**src/mum_defines.vh**
```
`ifndef MUM_DEFINES_VH
`define MUM_DEFINES_VH

// ==========================================================================
// Word addresses of the monitor bank in unit memory.
`define MUM_ADDR_SYSTEM_FAULT   16'h1770
`define MUM_ADDR_TASK1_FAULT    16'h1771
`define MUM_ADDR_TASK2_FAULT    16'h1772
`define MUM_ADDR_TASK3_FAULT    16'h1773
`define MUM_ADDR_TASK4_FAULT    16'h1774
`define MUM_ADDR_AXIS_X_FAULT   16'h1775
`define MUM_ADDR_AXIS_Y_FAULT   16'h1776
`define MUM_ADDR_AXIS_Z_FAULT   16'h1777
`define MUM_ADDR_AXIS_U_FAULT   16'h1778
`define MUM_ADDR_XY_PIN_STATUS  16'h177B
`define MUM_ADDR_ZU_PIN_STATUS  16'h177C
`define MUM_ADDR_TASK1_PROGRAM  16'h1784

// ==========================================================================
// Axis status image field positions.
`define MUM_BIT_GP_INPUT        0
`define MUM_BIT_GP_OUTPUT       1
`define MUM_BIT_CCW_LIMIT       8
`define MUM_BIT_CW_LIMIT        9
`define MUM_BIT_ORIGIN          10
`define MUM_BIT_ESTOP           11
`define MUM_BIT_DRV_ALARM       12
`define MUM_BIT_RUN_CMD         13
`define MUM_BIT_ALARM_RESET     14
`define MUM_BIT_SENSOR_ON       15

// ==========================================================================
// Reset values and limits.
`define MUM_RESET_WORD          16'h0000
`define MUM_PROGRAM_MAX         10'h3E7
`define MUM_UNMAPPED_WORD       16'h0000

`endif

```
**src/mum_sync2.v**
```verilog
`timescale 1ns/10ps
module mum_sync2 #(
	parameter WIDTH = 8
) (
	input  wire             clock,
	input  wire             rst,
	input  wire [WIDTH-1:0] async_in,
	output reg  [WIDTH-1:0] sync_out
);

	reg [WIDTH-1:0] meta_reg;

	// ======================================================================
	// Two-stage synchroniser; the first stage feeds only the second.
	always @(posedge clock or posedge rst) begin
		if (rst) begin
			meta_reg <= {WIDTH{1'b0}};
			sync_out <= {WIDTH{1'b0}};
		end else begin
			meta_reg <= async_in;
			sync_out <= meta_reg;
		end
	end

endmodule // mum_sync2

```
**src/mum_axis_image.v**
```verilog
`timescale 1ns/10ps
`include "mum_defines.vh"
module mum_axis_image (
	input  wire        clock,
	input  wire        rst,
	input  wire        gp_input,
	input  wire        gp_output,
	input  wire        ccw_limit,
	input  wire        cw_limit,
	input  wire        origin_prox,
	input  wire        estop,
	input  wire        drv_alarm,
	input  wire        run_cmd,
	input  wire        alarm_reset,
	input  wire        sensor_on,
	output reg  [15:0] image
);

	reg [15:0] image_next;

	// ======================================================================
	// Packs one axis's pin levels; bits 2 to 7 stay zero.
	always @* begin
		image_next                       = `MUM_RESET_WORD;
		image_next[`MUM_BIT_GP_INPUT]    = gp_input;
		image_next[`MUM_BIT_GP_OUTPUT]   = gp_output;
		image_next[`MUM_BIT_CCW_LIMIT]   = ccw_limit;
		image_next[`MUM_BIT_CW_LIMIT]    = cw_limit;
		image_next[`MUM_BIT_ORIGIN]      = origin_prox;
		image_next[`MUM_BIT_ESTOP]       = estop;
		image_next[`MUM_BIT_DRV_ALARM]   = drv_alarm;
		image_next[`MUM_BIT_RUN_CMD]     = run_cmd;
		image_next[`MUM_BIT_ALARM_RESET] = alarm_reset;
		image_next[`MUM_BIT_SENSOR_ON]   = sensor_on;
	end

	always @(posedge clock or posedge rst) begin
		if (rst) begin
			image <= `MUM_RESET_WORD;
		end else begin
			image <= image_next;
		end
	end

endmodule // mum_axis_image

```
**src/mum_monitor_bank.v**
```verilog
`timescale 1ns/10ps
`include "mum_defines.vh"
// Overview of operation
// - Every monitor word is read-only; host writes are accepted and leave all contents unchanged.
// - With four axes off, tasks 3 and 4, axes Z and U and the Z/U status word are absent and read zero.
// - The system fault word holds the unit's error code and reads zero when all is normal.
// - Tasks 1 to 4 report their error codes in consecutive words of one common layout.
// - Axes X, Y, Z and U report error codes in their own words, zero when the axis is healthy.
// - The X/Y status word carries only the 16-bit X image, bits 2 to 7 always zero; the Y image cannot be read.
// - Bits 0 and 1 of an image are the axis's general-purpose input and output.
// - Bits 8, 9 and 10 mirror the counterclockwise limit, clockwise limit and origin proximity inputs.
// - Bits 11 and 12 mirror the emergency stop and servo driver alarm inputs.
// - Bits 13, 14 and 15 show the run command, alarm reset and sensor-on outputs as driven.
// - The four-axis build adds a Z/U status word of the same layout that carries only the Z image; the U image cannot be read.
// - The task 1 program word holds the running or last run program number, 000 to 3E7 hex.
module mum_monitor_bank #(
	parameter FOUR_AXIS = 1
) (
	input  wire        clock,
	input  wire        rst,
	// Host side: unit memory read and write commands.
	input  wire        unit_memory_read_command,
	input  wire        unit_memory_write_command,
	input  wire [15:0] mem_addr,
	input  wire [15:0] mem_wdata,
	output reg  [15:0] mem_rdata,
	output reg         mem_rvalid,
	output reg         mem_wack,
	output reg         mem_hit,
	// Internal unit state, same clock domain.
	input  wire [15:0] system_fault_in,
	input  wire [15:0] task1_fault_in,
	input  wire [15:0] task2_fault_in,
	input  wire [15:0] task3_fault_in,
	input  wire [15:0] task4_fault_in,
	input  wire [15:0] axis_x_fault_in,
	input  wire [15:0] axis_y_fault_in,
	input  wire [15:0] axis_z_fault_in,
	input  wire [15:0] axis_u_fault_in,
	input  wire [9:0]  task1_program_in,
	// Unit-driven outputs, same clock domain, one bit per axis X,Y,Z,U.
	input  wire [3:0]  gp_output_in,
	input  wire [3:0]  run_cmd_in,
	input  wire [3:0]  alarm_reset_in,
	input  wire [3:0]  sensor_on_in,
	// Field pins, asynchronous, one bit per axis X,Y,Z,U.
	input  wire [3:0]  gp_input_pin,
	input  wire [3:0]  counterclockwise_limit_pin,
	input  wire [3:0]  clockwise_limit_pin,
	input  wire [3:0]  origin_prox_pin,
	input  wire [3:0]  estop_pin,
	input  wire [3:0]  drv_alarm_pin
);

	// ======================================================================
	// Pin synchronisation.
	wire [23:0] pins_async;
	wire [23:0] pins_sync;

	assign pins_async = {gp_input_pin, counterclockwise_limit_pin, clockwise_limit_pin,
	                     origin_prox_pin, estop_pin, drv_alarm_pin};

	mum_sync2 #(
		.WIDTH    (24)
	) u_pin_sync (
		.clock    (clock),
		.rst      (rst),
		.async_in (pins_async),
		.sync_out (pins_sync)
	);

	wire [3:0] gpi_s;
	wire [3:0] ccw_s;
	wire [3:0] cw_s;
	wire [3:0] org_s;
	wire [3:0] estop_s;
	wire [3:0] alarm_s;

	assign gpi_s   = pins_sync[23:20];
	assign ccw_s   = pins_sync[19:16];
	assign cw_s    = pins_sync[15:12];
	assign org_s   = pins_sync[11:8];
	assign estop_s = pins_sync[7:4];
	assign alarm_s = pins_sync[3:0];

	// ======================================================================
	// Per-axis status images.
	wire [15:0] image_w [0:3];

	genvar gi;
	generate
		for (gi = 0; gi < 4; gi = gi + 1) begin : g_axis
			mum_axis_image u_image (
				.clock       (clock),
				.rst         (rst),
				.gp_input    (gpi_s[gi]),
				.gp_output   (gp_output_in[gi]),
				.ccw_limit   (ccw_s[gi]),
				.cw_limit    (cw_s[gi]),
				.origin_prox (org_s[gi]),
				.estop       (estop_s[gi]),
				.drv_alarm   (alarm_s[gi]),
				.run_cmd     (run_cmd_in[gi]),
				.alarm_reset (alarm_reset_in[gi]),
				.sensor_on   (sensor_on_in[gi]),
				.image       (image_w[gi])
			);
		end
	endgenerate

	// ======================================================================
	// Monitor words, refreshed every cycle from unit state only.
	reg [15:0] system_fault_reg;
	reg [15:0] task1_fault_reg;
	reg [15:0] task2_fault_reg;
	reg [15:0] task3_fault_reg;
	reg [15:0] task4_fault_reg;
	reg [15:0] axis_x_fault_reg;
	reg [15:0] axis_y_fault_reg;
	reg [15:0] axis_z_fault_reg;
	reg [15:0] axis_u_fault_reg;
	reg [9:0]  task1_program_reg;
	reg [9:0]  task1_program_next;

	// An out-of-range program number keeps the last legal one.
	always @* begin
		if (task1_program_in > `MUM_PROGRAM_MAX) begin
			task1_program_next = task1_program_reg;
		end else begin
			task1_program_next = task1_program_in;
		end
	end

	// Only internal state loads these; the host write path has no way in.
	always @(posedge clock or posedge rst) begin
		if (rst) begin
			system_fault_reg <= `MUM_RESET_WORD;
		end else begin
			system_fault_reg <= system_fault_in;
		end
	end

	always @(posedge clock or posedge rst) begin
		if (rst) begin
			task1_fault_reg <= `MUM_RESET_WORD;
		end else begin
			task1_fault_reg <= task1_fault_in;
		end
	end

	always @(posedge clock or posedge rst) begin
		if (rst) begin
			task2_fault_reg <= `MUM_RESET_WORD;
		end else begin
			task2_fault_reg <= task2_fault_in;
		end
	end

	always @(posedge clock or posedge rst) begin
		if (rst) begin
			task3_fault_reg <= `MUM_RESET_WORD;
		end else begin
			task3_fault_reg <= task3_fault_in;
		end
	end

	always @(posedge clock or posedge rst) begin
		if (rst) begin
			task4_fault_reg <= `MUM_RESET_WORD;
		end else begin
			task4_fault_reg <= task4_fault_in;
		end
	end

	always @(posedge clock or posedge rst) begin
		if (rst) begin
			axis_x_fault_reg <= `MUM_RESET_WORD;
		end else begin
			axis_x_fault_reg <= axis_x_fault_in;
		end
	end

	always @(posedge clock or posedge rst) begin
		if (rst) begin
			axis_y_fault_reg <= `MUM_RESET_WORD;
		end else begin
			axis_y_fault_reg <= axis_y_fault_in;
		end
	end

	always @(posedge clock or posedge rst) begin
		if (rst) begin
			axis_z_fault_reg <= `MUM_RESET_WORD;
		end else begin
			axis_z_fault_reg <= axis_z_fault_in;
		end
	end

	always @(posedge clock or posedge rst) begin
		if (rst) begin
			axis_u_fault_reg <= `MUM_RESET_WORD;
		end else begin
			axis_u_fault_reg <= axis_u_fault_in;
		end
	end

	always @(posedge clock or posedge rst) begin
		if (rst) begin
			task1_program_reg <= 10'h000;
		end else begin
			task1_program_reg <= task1_program_next;
		end
	end

	// ======================================================================
	// Read decode.
	wire four_axis;

	assign four_axis = (FOUR_AXIS != 0);

	reg [15:0] rdata_next;
	reg        hit_next;

	// Absent words of the two-axis build read zero and report no hit.
	always @* begin
		rdata_next = `MUM_UNMAPPED_WORD;
		hit_next   = 1'b1;
		case (mem_addr)
			`MUM_ADDR_SYSTEM_FAULT: begin
				rdata_next = system_fault_reg;
			end
			`MUM_ADDR_TASK1_FAULT: begin
				rdata_next = task1_fault_reg;
			end
			`MUM_ADDR_TASK2_FAULT: begin
				rdata_next = task2_fault_reg;
			end
			`MUM_ADDR_TASK3_FAULT: begin
				if (four_axis) begin
					rdata_next = task3_fault_reg;
				end else begin
					rdata_next = `MUM_UNMAPPED_WORD;
					hit_next   = 1'b0;
				end
			end
			`MUM_ADDR_TASK4_FAULT: begin
				if (four_axis) begin
					rdata_next = task4_fault_reg;
				end else begin
					rdata_next = `MUM_UNMAPPED_WORD;
					hit_next   = 1'b0;
				end
			end
			`MUM_ADDR_AXIS_X_FAULT: begin
				rdata_next = axis_x_fault_reg;
			end
			`MUM_ADDR_AXIS_Y_FAULT: begin
				rdata_next = axis_y_fault_reg;
			end
			`MUM_ADDR_AXIS_Z_FAULT: begin
				if (four_axis) begin
					rdata_next = axis_z_fault_reg;
				end else begin
					rdata_next = `MUM_UNMAPPED_WORD;
					hit_next   = 1'b0;
				end
			end
			`MUM_ADDR_AXIS_U_FAULT: begin
				if (four_axis) begin
					rdata_next = axis_u_fault_reg;
				end else begin
					rdata_next = `MUM_UNMAPPED_WORD;
					hit_next   = 1'b0;
				end
			end
			`MUM_ADDR_XY_PIN_STATUS: begin
				rdata_next = image_w[0];
			end
			`MUM_ADDR_ZU_PIN_STATUS: begin
				if (four_axis) begin
					rdata_next = image_w[2];
				end else begin
					rdata_next = `MUM_UNMAPPED_WORD;
					hit_next   = 1'b0;
				end
			end
			`MUM_ADDR_TASK1_PROGRAM: begin
				rdata_next = {6'h00, task1_program_reg};
			end
			default: begin
				hit_next = 1'b0;
			end
		endcase
	end

	// ======================================================================
	// Host answer registers. Reads touch only these, never the monitor words.
	// A write raises its acknowledge and updates mem_hit; read data keep the last read.
	always @(posedge clock or posedge rst) begin
		if (rst) begin
			mem_rvalid <= 1'b0;
		end else begin
			mem_rvalid <= unit_memory_read_command;
		end
	end

	always @(posedge clock or posedge rst) begin
		if (rst) begin
			mem_wack <= 1'b0;
		end else begin
			mem_wack <= unit_memory_write_command;
		end
	end

	always @(posedge clock or posedge rst) begin
		if (rst) begin
			mem_rdata <= `MUM_UNMAPPED_WORD;
		end else if (unit_memory_read_command) begin
			mem_rdata <= rdata_next;
		end
	end

	always @(posedge clock or posedge rst) begin
		if (rst) begin
			mem_hit <= 1'b0;
		end else if (unit_memory_read_command || unit_memory_write_command) begin
			mem_hit <= hit_next;
		end
	end

	// ======================================================================
	// Inputs that no monitor word uses.
	// The status words are 16 bits wide, so only the lower-word image of
	// each pair (X at 177B, Z at 177C) is offered; the Y and U images are
	// built but cannot be reached through this port.
	wire unused_wdata;
	wire unused_upper_images;

	assign unused_wdata        = ^mem_wdata;
	assign unused_upper_images = ^{image_w[1], image_w[3]};

endmodule // mum_monitor_bank

```
**config.mk**
```make
export PLATFORM = sky130hd
export DESIGN_NAME = mum_monitor_bank
export DESIGN_NICKNAME = d
export VERILOG_FILES = /design/src/mum_sync2.v /design/src/mum_axis_image.v /design/src/mum_monitor_bank.v
export VERILOG_INCLUDE_DIRS = /design/src
export SDC_FILE = /design/constraint.sdc
export NUM_CORES = 1
export LEC_CHECK = 0
export BUFFER_PORTS_ARGS = -buffer_cell sky130_fd_sc_hd__buf_2
export CORE_MARGIN = 8
export CORE_UTILIZATION = 57
export CTS_BUF_LIST = sky130_fd_sc_hd__clkbuf_2
export DETAILED_ROUTE_END_ITERATION = 12
export PLACE_DENSITY = 0.86
export SETUP_SLACK_MARGIN = 0.5
export SLEW_MARGIN = 20
export SYNTH_ARGS = -nofsm -noshare
export SYNTH_HDL_FRONTEND = slang
export SYNTH_HIERARCHICAL = 1
export SYNTH_SLANG_ARGS = --single-unit
```
**constraint.sdc**
```tcl
create_clock -name clock -period 12.8 [get_ports clock]
set_input_delay 1.28 -clock clock [delete_from_list [all_inputs] [get_ports clock]]
set_output_delay 1.28 -clock clock [all_outputs]
set_load 0.02 [all_outputs]
```
==> summary.md, run 1 <==
| Metric | Value |
|---|---|
| Status | complete, no violations |
| Psw | about 0.00031 W |
| Total global-route track usage | 0.238 |
| Min-delay worst type | reg -> reg |
| CP max-delay cell | nor4_4 |
| Critical Path Fanout Max | 20 |
| RSZ-0062 raised after global routing | false |
| Number of flip-flops in the largest register | 20 |
| Clock tree buffer depth | 3 |
| Vias in the first global route | ~6000 |
| Fin Hold WS | around 350 ps |
| Core area | about 13000 sq um |
| Via count | 5313 |
| Sequential fraction of design power | 0.575 |
| Startpoint class of the critical path | input pin |
| # rows | 42 |
| Later-pin clock latency in the skew report | roughly 750 ps |
| Layout cells sized above 1 | 0.439 |
| Critical path required time | approximately 13000 ps |
| Initial drt markers | around 480 |
| DRC viols | 0 |
| Crit Path Class | in -> reg |
| Resized Gates After CTS | 0 |
| H-tree depth | 2 |
| Pin count of the biggest net entering global routing | between 80 and 90 |
| Routed WL | a little over 20000 um |
| Register area | ~5400 sq um |
| Clk slew on worst S/H paths | ~110 ps |
| Worst slew margin relative to its limit | 0.248 |
| Initial antenna violation count | 4 |
| Top-level I/O count | between 200 and 250 |
| Worst hold endpoint | u_pin_sync/sync_out[8]$_DFF_PP0_ |
| Fin. max-slew vios | 0 |
| Routed WL per cell | about 22 um |
| Gate power share | 0.055 |
| # hold bufs at CTS | 0 |
| Mapped Cells | just under 500 |
| Sw Ratio | 0.248 |
| Largest Register | g_axis.u_image/image |
| Fmax | about 310 MHz |
| Syn Area/Cell | ~16 sq um |
| Max VDD drop | 0.000119 V |
| Post-CTS Repair Setup Buffers | 0 |
| Area Growth Syn to Fin | 21.2% |
| R2R depth | 5 |
| Post-route ant nets | 0 |
| Internal power | ~0.00095 W |
| Worst-path cell chain | buf_2, or4b_4, nor4_4, a22oi_1, and3_1, a32oi_1 |
| First-pass GRT wire length | between 30000 and 40000 um |
| WHS Path Cells | 0 |
| Max-cap viol count | 0 |
| Final TNS setup | 0 ps |
| Mapped Area | ~7600 sq um |
| Routed vias/inst | approximately 5.6 |
| Layout filler cell count | roughly 900 |
| Final hold violation count | 0 |
| Reg2reg end | mem_rdata[14]$_DFFE_PP0P_ |
| CP max stage delay | between 1000 and 1500 ps |
| Nets | ~950 |
| Die Width | about 130 um |
| Yosys warning count | 6 |
| Leakage power | 4.43 nW |
| Arrival @ worst endpoint | ~3900 ps |
| Setup slack, reg-to-reg | ~11000 ps |
| TritonCTS clock tree | done |
| Drt first pass iters | 5 |
| Effective utilization at floorplan | 0.579 |
| Worst-Margin Slew | between 1000 and 1500 ps |
| Die H | between 100 and 150 um |
| Final min period | roughly 3200 ps |
| Hpwl dp | ~14000 um |
| PwrDens | 138 nW/um^2 |
| Global placement routability congestion | between 0.8 and 0.9 |
| Skew final | between 30 and 40 ps |
| Die ar. | 17200 sq um |
| Clock Sinks | around 220 |
| Clock Power Share | 0.370 |
| Final period util | 0.252 |
| Reg-to-reg critical path startpoint | axis_y_fault_reg[14]$_DFF_PP0_ |
| Grt total ovfl | 0 |
| Worst Hold Launch | u_pin_sync/meta_reg[8]$_DFF_PP0_ |
| Clock Root Buffer | clkbuf_2 |
| IO buf count | ~210 |
| CP endpoint kind | flop |
| # setup viols final | 0 |
| Multi-input gate area | 1880 sq um |
| Number of buffers created by CTS | 52 |
==> layout by cell type, fill, tap and decap left out, types with 3 or more instances in the layout <==
cell type,count
a21oi_1,13
nor4_1,3
inv_1,7
conb_1,12
dfrtp_1,217
nor4b_4,3
a211oi_1,3
o21a_1,7
a22oi_1,29
or4bb_1,3
diode_2,4
nor2_1,6
and3_1,13
or4b_2,3
nand2_1,21
clkinv_1,10
a222oi_1,17
mux2_2,10
a22o_1,10
a221oi_1,10
a32oi_1,16
nand3b_1,3
nand4b_1,4
nor4_4,9
buf_2,212
clkbuf_2,79
==> layer usage <==
layer  share of wire  track usage  up-vias
li1                -            -     2307
met1            0.37        0.272     2662
met2            0.52        0.408      291
met3           0.077       0.0648       53
met4           0.033        0.116        0
met5               0            0        -
==> per-stage QoR <==
step / utilization / cells / cell area [sq um] / setup slack, ps / total power, W
floorplan: - / 491 / 7610 / 6830 / 0.000770
global placement: 0.661 / 844 / 8640 / 8770 / 0.000806
detailed placement: 0.661 / 844 / 8640 / 8770 / 0.000811
CTS: 0.700 / 938 / 9160 / 9580 / 0.00128
global route: 0.702 / 943 / 9180 / 9540 / 0.00133
finish: 0.702 / 943 / 9180 / 9570 / 0.00127
==> power groups by stage <==
stage	sequential [W]	clock [W]	combinational [W]
after floorplan	0.000738	0	0.0000324
after global placement	0.000739	0	0.0000669
after detailed placement	0.000741	0	0.0000700
after CTS	0.000728	0.000481	0.0000707
after global routing	0.000730	0.000519	0.0000777
final	0.000728	0.000469	0.0000701
==> how the worst max path moves through the flow <==
stage	cells past startpoint	slack (ps)	endpoint	startpoint
global route	6	9540	mem_rdata[3]$_DFFE_PP0P_	mem_addr[13]
finish	6	9570	mem_rdata[8]$_DFFE_PP0P_	mem_addr[13]
floorplan	1	6830	axis_u_fault_reg[0]$_DFF_PP0_	rst
CTS	6	9580	mem_rdata[6]$_DFFE_PP0P_	mem_addr[13]
global placement	6	8770	mem_rdata[6]$_DFFE_PP0P_	mem_addr[13]
detailed placement	6	8770	mem_rdata[6]$_DFFE_PP0P_	mem_addr[13]
==> worst max-delay path, delay by kind of cell <==
family | cells | cell delay, ps
and+or+nand+nor | 3 | 2050
AOI/OAI and AO/OA | 2 | 430
buffers and inverters | 1 | 100
==> cell type report <==
type | count | share of cell area
clock inverters | 15 | 0.0127
inverters | 8 | 0.00382
well taps | 176 | 0.0240
multi-input cells | 228 | 0.204
repair buffers | 216 | 0.120
diodes | 4 | 0.00109
flip-flops and latches | 217 | 0.591
clock buffers | 79 | 0.0431
(Power assumes the default switching activity.)
==> inputs of run 2 (changes only) <==
Settings changed: CORE_UTILIZATION 57 to 48, PLACE_DENSITY 0.86 to 0.77.
Clock period 12.8 ns to 2.6 ns, I/O delays scaled along.
==> run 2 against run 1 <==
  * Final area is 22% higher
  * Sequential power grew to 4.9 times the previous value
  * Global-route usage is 3.5 points higher
  * Sequential share of layout area is 11 points lower
  * Routed wire length is 29% higher
  * Setup slack worse by 8600 ps
  * Clock power grew to 4.6 times the previous value
  * Hold slack worse by 270 ps
  * Critical path depth is 5 lower
  * Combinational power grew to 8.4 times the previous value
  * First-iteration DRC count is 0.84% lower
  * Via count is 18% higher
  * Critical path type is now reg -> out
  * Critical endpoint is now mem_rdata[2]
==> summary.md, run 2 (synthesis results as in run 1) <==
| Metric | Value |
|---|---|
| Psw | 0.00164 W (+420%) |
| Post-route design area | 11200 sq um (+22%) |
| PwrDens | 567 nW/um^2 (+310%) |
| TritonCTS clock tree | done |
| Final hold violation count | 0 (unchanged) |
| Global placement routability congestion | 0.834 (+0.80%) |
| Nets | 1161 (+22%) |
| Area Growth Syn to Fin | 47.7% |
| Routed vias/inst | 5.31 (-5.7%) |
| Fmax | about 600 MHz |
| Status | complete, no violations |
| Sequential fraction of design power | 0.566 (-0.009) |
| Setup slack, reg-to-reg | 970 ps (-10220 ps) |
| Post-CTS Repair Setup Buffers | 0 (unchanged) |
| Later-pin clock latency in the skew report | 810 ps (+60 ps) |
| # rows | 46 (+9.5%) |
| DRC viols | 0 (unchanged) |
| Critical path required time | 2340 ps (-11110 ps) |
| Routed WL | 26500 um (+29%) |
| CP max-delay cell | dfrtp_1 |
| CP Launch Point | mem_rdata[2]$_DFFE_PP0P_ |
| Internal power | 0.00470 W (+390%) |
| Initial antenna violation count | 4 (unchanged) |
| Gate power share | 0.093 (+0.038) |
| Final period util | 0.643 |
| Number of flip-flops in the largest register | 20 (unchanged) |
| Max VDD drop | 0.000434 V (+270%) |
| Worst slew margin relative to its limit | 0.384 (+0.136) |
| Clock Power Share | 0.341 (-0.029) |
| Die H | 142 um (+7.9%) |
| Reg-to-reg critical path startpoint | axis_y_fault_reg[14]$_DFF_PP0_ |
| Routed WL per cell | 22.5 um (+2.8%) |
| Arrival @ worst endpoint | 1410 ps (-2470 ps) |
| Die ar. | 20100 sq um (+16%) |
| Crit Path Class | reg -> out |
| Post-route ant nets | 0 (unchanged) |
| Via count | 6273 (+18%) |
| Worst-Margin Slew | 922 ps (-197 ps) |
| Core area | 15700 sq um (+20%) |
| Skew final | 61.8 ps (+27.8 ps) |
| Hpwl dp | 15200 um (+5.7%) |
| Pin count of the biggest net entering global routing | 100 (+12%) |
| Total global-route track usage | 0.273 (+0.0351) |
| Fin. max-slew vios | 0 (unchanged) |
| Initial drt markers | 472 (-0.84%) |
| Commonest non-fill, non-tap cell in the layout | dfrtp_1 |
| CP endpoint kind | output port |
| Final core utilization | 0.715 (+0.0129) |
| IO buf count | 212 (unchanged) |
| Final TNS setup | 0 ps (unchanged) |
| Critical Path Fanout Max | 2 (-90%) |
| RSZ-0062 raised after global routing | false |
| Largest Register | g_axis.u_image/image |
| R2R depth | 5 (unchanged) |
| Placed cell area | 8940 sq um (+3.5%) |
| Clock Sinks | 217 (unchanged) |
| WP depth | 1 (-5) |
| Clock Root Buffer | clkbuf_2 |
| Sw Ratio | 0.259 (+0.0107) |
| Final min period | 1670 ps |
| Effective utilization at floorplan | 0.484 (-0.0950) |
| Fin Hold WS | 76.0 ps (-273 ps) |
| H-tree depth | 2 (unchanged) |
| # setup viols final | 0 (unchanged) |
| Vias in the first global route | 7290 (+20%) |
| Number of buffers created by CTS | 52 (unchanged) |
| Layout cells sized above 1 | 0.371 (-0.0676) |
| Cell family with most CP delay | flip-flops |
| First-pass GRT wire length | 41100 um (+29%) |
| Startpoint class of the critical path | flop |
| Drt first pass iters | 8 (+3) |
| Worst path buffer plus inverter count | 1 (unchanged) |
| CP Capture Point | mem_rdata[2] |
| Total power | 0.00635 W (+400%) |
| Clk slew on worst S/H paths | 110 ps (about the same) |
| Max-cap viol count | 0 (unchanged) |
| Top-level I/O count | 249 (unchanged) |
| Leakage power | 5.30 nW (+19%) |
| Grt total ovfl | 0 (unchanged) |
| Clock tree buffer depth | 3 (unchanged) |
| Min-delay worst type | in -> async |
| Die Width | 142 um (+7.9%) |
| Worst-path cell chain | buf_2 |
| Reg2reg end | mem_rdata[14]$_DFFE_PP0P_ |
| Most frequent cells in the layout | dfrtp_1 (217), buf_2 (212), dlygate4sd3_1 (179) |
| CP max stage delay | 420 ps (-620 ps) |
==> run 2: cell count changes in the layout (fill, tap and decap cells not counted) <==
cell / change
dlygate4sd3_1: +179
clkbuf_2: -7
buf_6: -2
bufinv_16: -1
clkinv_1: -3
buf_4: +29
inv_6: -1
buf_12: +2
clkinv_2: +1
clkinvlp_4: +1
==> run 2: how the worst min path moves through the flow <==
stage / to / slack [ps] / depth (start not counted)
floorplan: g_axis[0].u_image/image[0]$_DFF_PP0_ / 100 / 1
global placement: g_axis[2].u_image/image[10]$_DFF_PP0_ / 330 / 2
detailed placement: g_axis[0].u_image/image[14]$_DFF_PP0_ / 330 / 2
CTS: task4_fault_reg[14]$_DFF_PP0_ / 30 / 2
global route: axis_x_fault_reg[5]$_DFF_PP0_ / 40 / 2
finish: g_axis[0].u_image/image[14]$_DFF_PP0_ / 80 / 3
==> run 2: power groups by stage <==
stage	registers, W	logic, W	clock network [W]
finish	0.00359	0.000591	0.00217
floorplan	0.00363	0.000160	0
detailed placement	0.00365	0.000356	0
CTS	0.00358	0.000568	0.00214
global route	0.00360	0.000639	0.00242
global placement	0.00364	0.000342	0
==> run 2: metrics by stage <==
step | setup slack [ps] | std cells
floorplan | 129 | 491
detailed placement | 167 | 914
finish | 928 | 1181
CTS | 906 | 1177
global route | 863 | 1181
global placement | 160 | 914
==> run 2: layout make-up <==
type	instances	area, sq um
Multi-Input combinational cell	228	1880
Fill cell	1016	4470
Clock buffer	72	360
Clock inverter	12	80.1
Tap cell	216	270
Sequential cell	217	5430
Timing Repair Buffer	424	3130
Inverter	8	33.8
Antenna cell	4	10.0
==> run 2: worst register-to-register path, cell delays in order, from the launching register on <==
cell and delay (ps):
dfrtp_1 340, mux2i_1 70, or4b_2 650, a31oi_1 210, a21oi_1 60, a22oi_1 220
==> run 2: timing repair <==
item | CTS | global route
hold endpoints to repair | 399 | 0
gates resized for setup | 0 | 0
hold buffers | 179 | 0
==> run 2: per-layer routing <==
metal,track usage,share of wire
met1,0.284,0.34
met3,0.0722,0.070
met5,0,0
met4,0.185,0.057
met2,0.479,0.53
==> inputs of run 3 (changes only) <==
Settings changed: ABC_AREA set to 1, CORE_UTILIZATION 48 to 49, PLACE_DENSITY 0.77 to 0.78.
Clock period 2.6 ns to 1.5 ns, I/O delays scaled along.
==> run 3 against run 2 <==
  * The run now fails in clock tree synthesis
  * Area after synthesis up 7.2%
  * Synthesized cell count is 61% higher
==> summary.md, run 3 <==
| Metric | Value |
|---|---|
| Top-level I/O count | 249 (unchanged) |
| Number of buffers created by CTS | 53 (+1.9%) |
| Hpwl dp | 15900 um (+4.8%) |
| Mapped Area | 8120 sq um (+7.2%) |
| # rows | 47 (+2.2%) |
| Syn Area/Cell | 10.5 sq um (-34%) |
| Global placement routability congestion | 0.857 (+2.7%) |
| Clock Root Buffer | clkbuf_2 |
| Resized Gates After CTS | 60 (+60) |
| Clock tree buffer depth | 3 (unchanged) |
| Die H | 145 um (+2.2%) |
| Log Error | [ERROR RSZ-0060] Max buffer count reached. |
| Placed cell area | 9810 sq um (+9.7%) |
| Post-CTS Repair Setup Buffers | 8 (+8) |
| Mapped Cells | 776 (+61%) |
| Die Width | 145 um (+2.2%) |
| # hold bufs at CTS | 264 (+47%) |
| Yosys warning count | 6 (unchanged) |
| H-tree depth | 2 (unchanged) |
| Exit stage | clock tree synthesis |
| Status | aborted with a tool error |
| IO buf count | 212 (unchanged) |
| Effective utilization at floorplan | 0.495 (+0.0111) |
==> run 3: per-stage QoR <==
step | TNS (ps) | setup slack, ps | hold slack, ps | cells
after floorplan | -148900 | -861 | -9.82 | 786
after detailed placement | -247 | -54.8 | 221 | 1205
after global placement | -3.52 | -3.30 | 194 | 1205
==> inputs of run 4 (changes only) <==
Settings changed: CORE_UTILIZATION 49 to 40, CTS_BUF_LIST sky130_fd_sc_hd__clkbuf_2 to not set, PLACE_DENSITY 0.78 to not set, PLACE_DENSITY_LB_ADDON set to 0.15, SETUP_SLACK_MARGIN 0.5 to not set.
Clock period 1.5 ns to 1.95 ns, I/O delays scaled along.
==> run 4 against run 3 <==
  * Synthesized cell count unchanged
  * The run now ends clean
  * Area after synthesis unchanged
==> summary.md, run 4 <==
| Metric | Value |
|---|---|
| Status | complete, no violations |
| Layout cells sized above 1 | 0.243 |
| Clock Root Buffer | clkbuf_16 |
| Core area | roughly 20000 sq um |
| Routed WL | between 20000 and 25000 um |
| Fin Hold WS | about 55 ps |
| Vias in the first global route | around 7200 |
| Placed cell area | 9380 sq um (-4.3%) |
| Skew final | 9.06 ps |
| Die Width | 158 um (+9.5%) |
| Clk slew on worst S/H paths | 60 ps |
| Die ar. | 25100 sq um |
| Critical path required time | 2390 ps |
| Initial antenna violation count | 1 |
| TritonCTS clock tree | done |
| Worst-Margin Slew | about 640 ps |
| H-tree depth | 1 (-1) |
| Reg-to-reg critical path startpoint | task1_program_reg[0]$_DFFE_PP0P_ |
| Most frequent cells in the layout | dfrtp_1 (217), buf_2 (212), nand3_1 (198) |
| Routed WL per cell | between 15 and 20 um |
| IO buf count | 212 (unchanged) |
| Via count | 6639 |
| Post-route design area | 11900 sq um |
| Final hold violation count | 0 |
| Max-cap viol count | 0 |
| Crit Path Class | in -> reg |
| First-pass GRT wire length | ~38000 um |
| Routed vias/inst | approximately 4.6 |
| Worst Hold Launch | unit_memory_read_command |
| # rows | 52 (+11%) |
| Clock tree buffer depth | 3 (unchanged) |
| Min-delay worst type | in -> reg |
| Final min period | ~1300 ps |
| Layout filler cell count | ~1600 |
| Final period util | 0.677 |
| Number of buffers created by CTS | 23 (-57%) |
| Post-route ant nets | 0 |
| Nets | approximately 1400 |
| Startpoint class of the critical path | input pin |
| Area Growth Syn to Fin | 46.5% |
| Top-level I/O count | 249 (unchanged) |
| Worst hold endpoint | mem_rvalid$_DFF_PP0_ |
| Later-pin clock latency in the skew report | ~500 ps |
| Worst slew margin relative to its limit | 0.576 |
| Arrival @ worst endpoint | roughly 1800 ps |
| Mapped Area | 8120 sq um (unchanged) |
| Grt total ovfl | 0 |
| Number of flip-flops in the largest register | 20 |
| WHS Path Cells | 1 |
| Multi-input gate area | between 2000 and 2500 sq um |
| Largest Register | g_axis.u_image/image |
| Fmax | roughly 760 MHz |
| Fin. max-slew vios | 0 |
| Effective utilization at floorplan | 0.404 (-0.0910) |
| Reg2reg end | mem_rdata[0]$_DFFE_PP0P_ |
| DRC viols | 0 |
| Global placement routability congestion | 0.804 (-6.2%) |
| Pin count of the biggest net entering global routing | 80 |
| Critical Path Fanout Max | 15 |
| Initial drt markers | 295 |
| Drt first pass iters | 6 |
| PwrDens | between 800 and 900 nW/um^2 |
| # setup viols final | 0 |
| R2R depth | 6 |
| Setup slack, reg-to-reg | just under 800 ps |
| Yosys warning count | 6 (unchanged) |
| CP endpoint kind | flop |
| Mapped Cells | 776 (unchanged) |
| Leakage power | about 6.1 nW |
| Die H | 158 um (+9.5%) |
| Clock Sinks | between 200 and 250 |
| Register area | approximately 5400 sq um |
| Final core utilization | 0.591 |
| Syn Area/Cell | 10.5 sq um (unchanged) |
| RSZ-0062 raised after global routing | false |
| Hpwl dp | 15900 um (+0.24%) |
| Total power | just under 0.01 W |
| Max VDD drop | 0.000623 V |
| Commonest non-fill, non-tap cell in the layout | dfrtp_1 |
| Total global-route track usage | 0.199 |
==> run 4: power breakdown <==
group,switching (W),internal [W]
sequential,0.0000606,0.00471
combinational,0.000293,0.000402
clock,0.00174,0.00247
total,0.00209,0.00758
==> run 4: layout make-up <==
class / count / area share
diodes: 1 / 0.000210
multi-input cells: 494 / 0.192
inverters: 26 / 0.00852
clock buffers: 33 / 0.0583
repair buffers: 401 / 0.252
clock inverters: 8 / 0.00410
flip-flops and latches: 217 / 0.457
well taps: 270 / 0.0284
==> run 4: per-layer routing <==
layer  global-route usage  up-vias  routed length [um]
met1                0.234     3122               10100
met5                    0        -                   0
met4               0.0665        0                 759
met2                0.354      207               12500
li1                     -     3262                   -
met3               0.0434       48                1600
==> run 4: how the worst max path moves through the flow <==
stage                                         start                            end  slack (ps)  cells after the start
after global placement                  mem_addr[7]      mem_rdata[12]$_DFFE_PP0P_         140                     10
after floorplan                                 rst  axis_u_fault_reg[0]$_DFF_PP0_        -460                      1
after detailed placement                mem_addr[7]            mem_hit$_DFFE_PP0P_         120                     10
final                                   mem_addr[7]      mem_rdata[11]$_DFFE_PP0P_         630                     10
after CTS                 mem_rdata[14]$_DFFE_PP0P_                  mem_rdata[14]         640                      1
after global routing                    mem_addr[4]            mem_hit$_DFFE_PP0P_         470                     11
==> run 4: repair_timing <==
item,4_1_cts,5_1_grt
buffers inserted,0,0
resized for setup,0,0
hold endpoints to repair,227,0
hold buffers,176,0
==> run 4: metrics by stage <==
step	setup WS [ps]	setup TNS [ps]	cells
global placement	142	0	1232
detailed placement	118	0	1232
finish	630	0	1450
floorplan	-456	-78830	786
CTS	639	0	1449
global route	470	0	1450
==> run 4: worst max-delay path, stage by stage <==
cell	delay, ps
buf_2	120
nor2_4	110
nand2_4	230
nor2_4	530
nand2_1	170
nor2_1	140
nor2_1	60
nand3_1	70
nand2_1	50
nand2_1	70
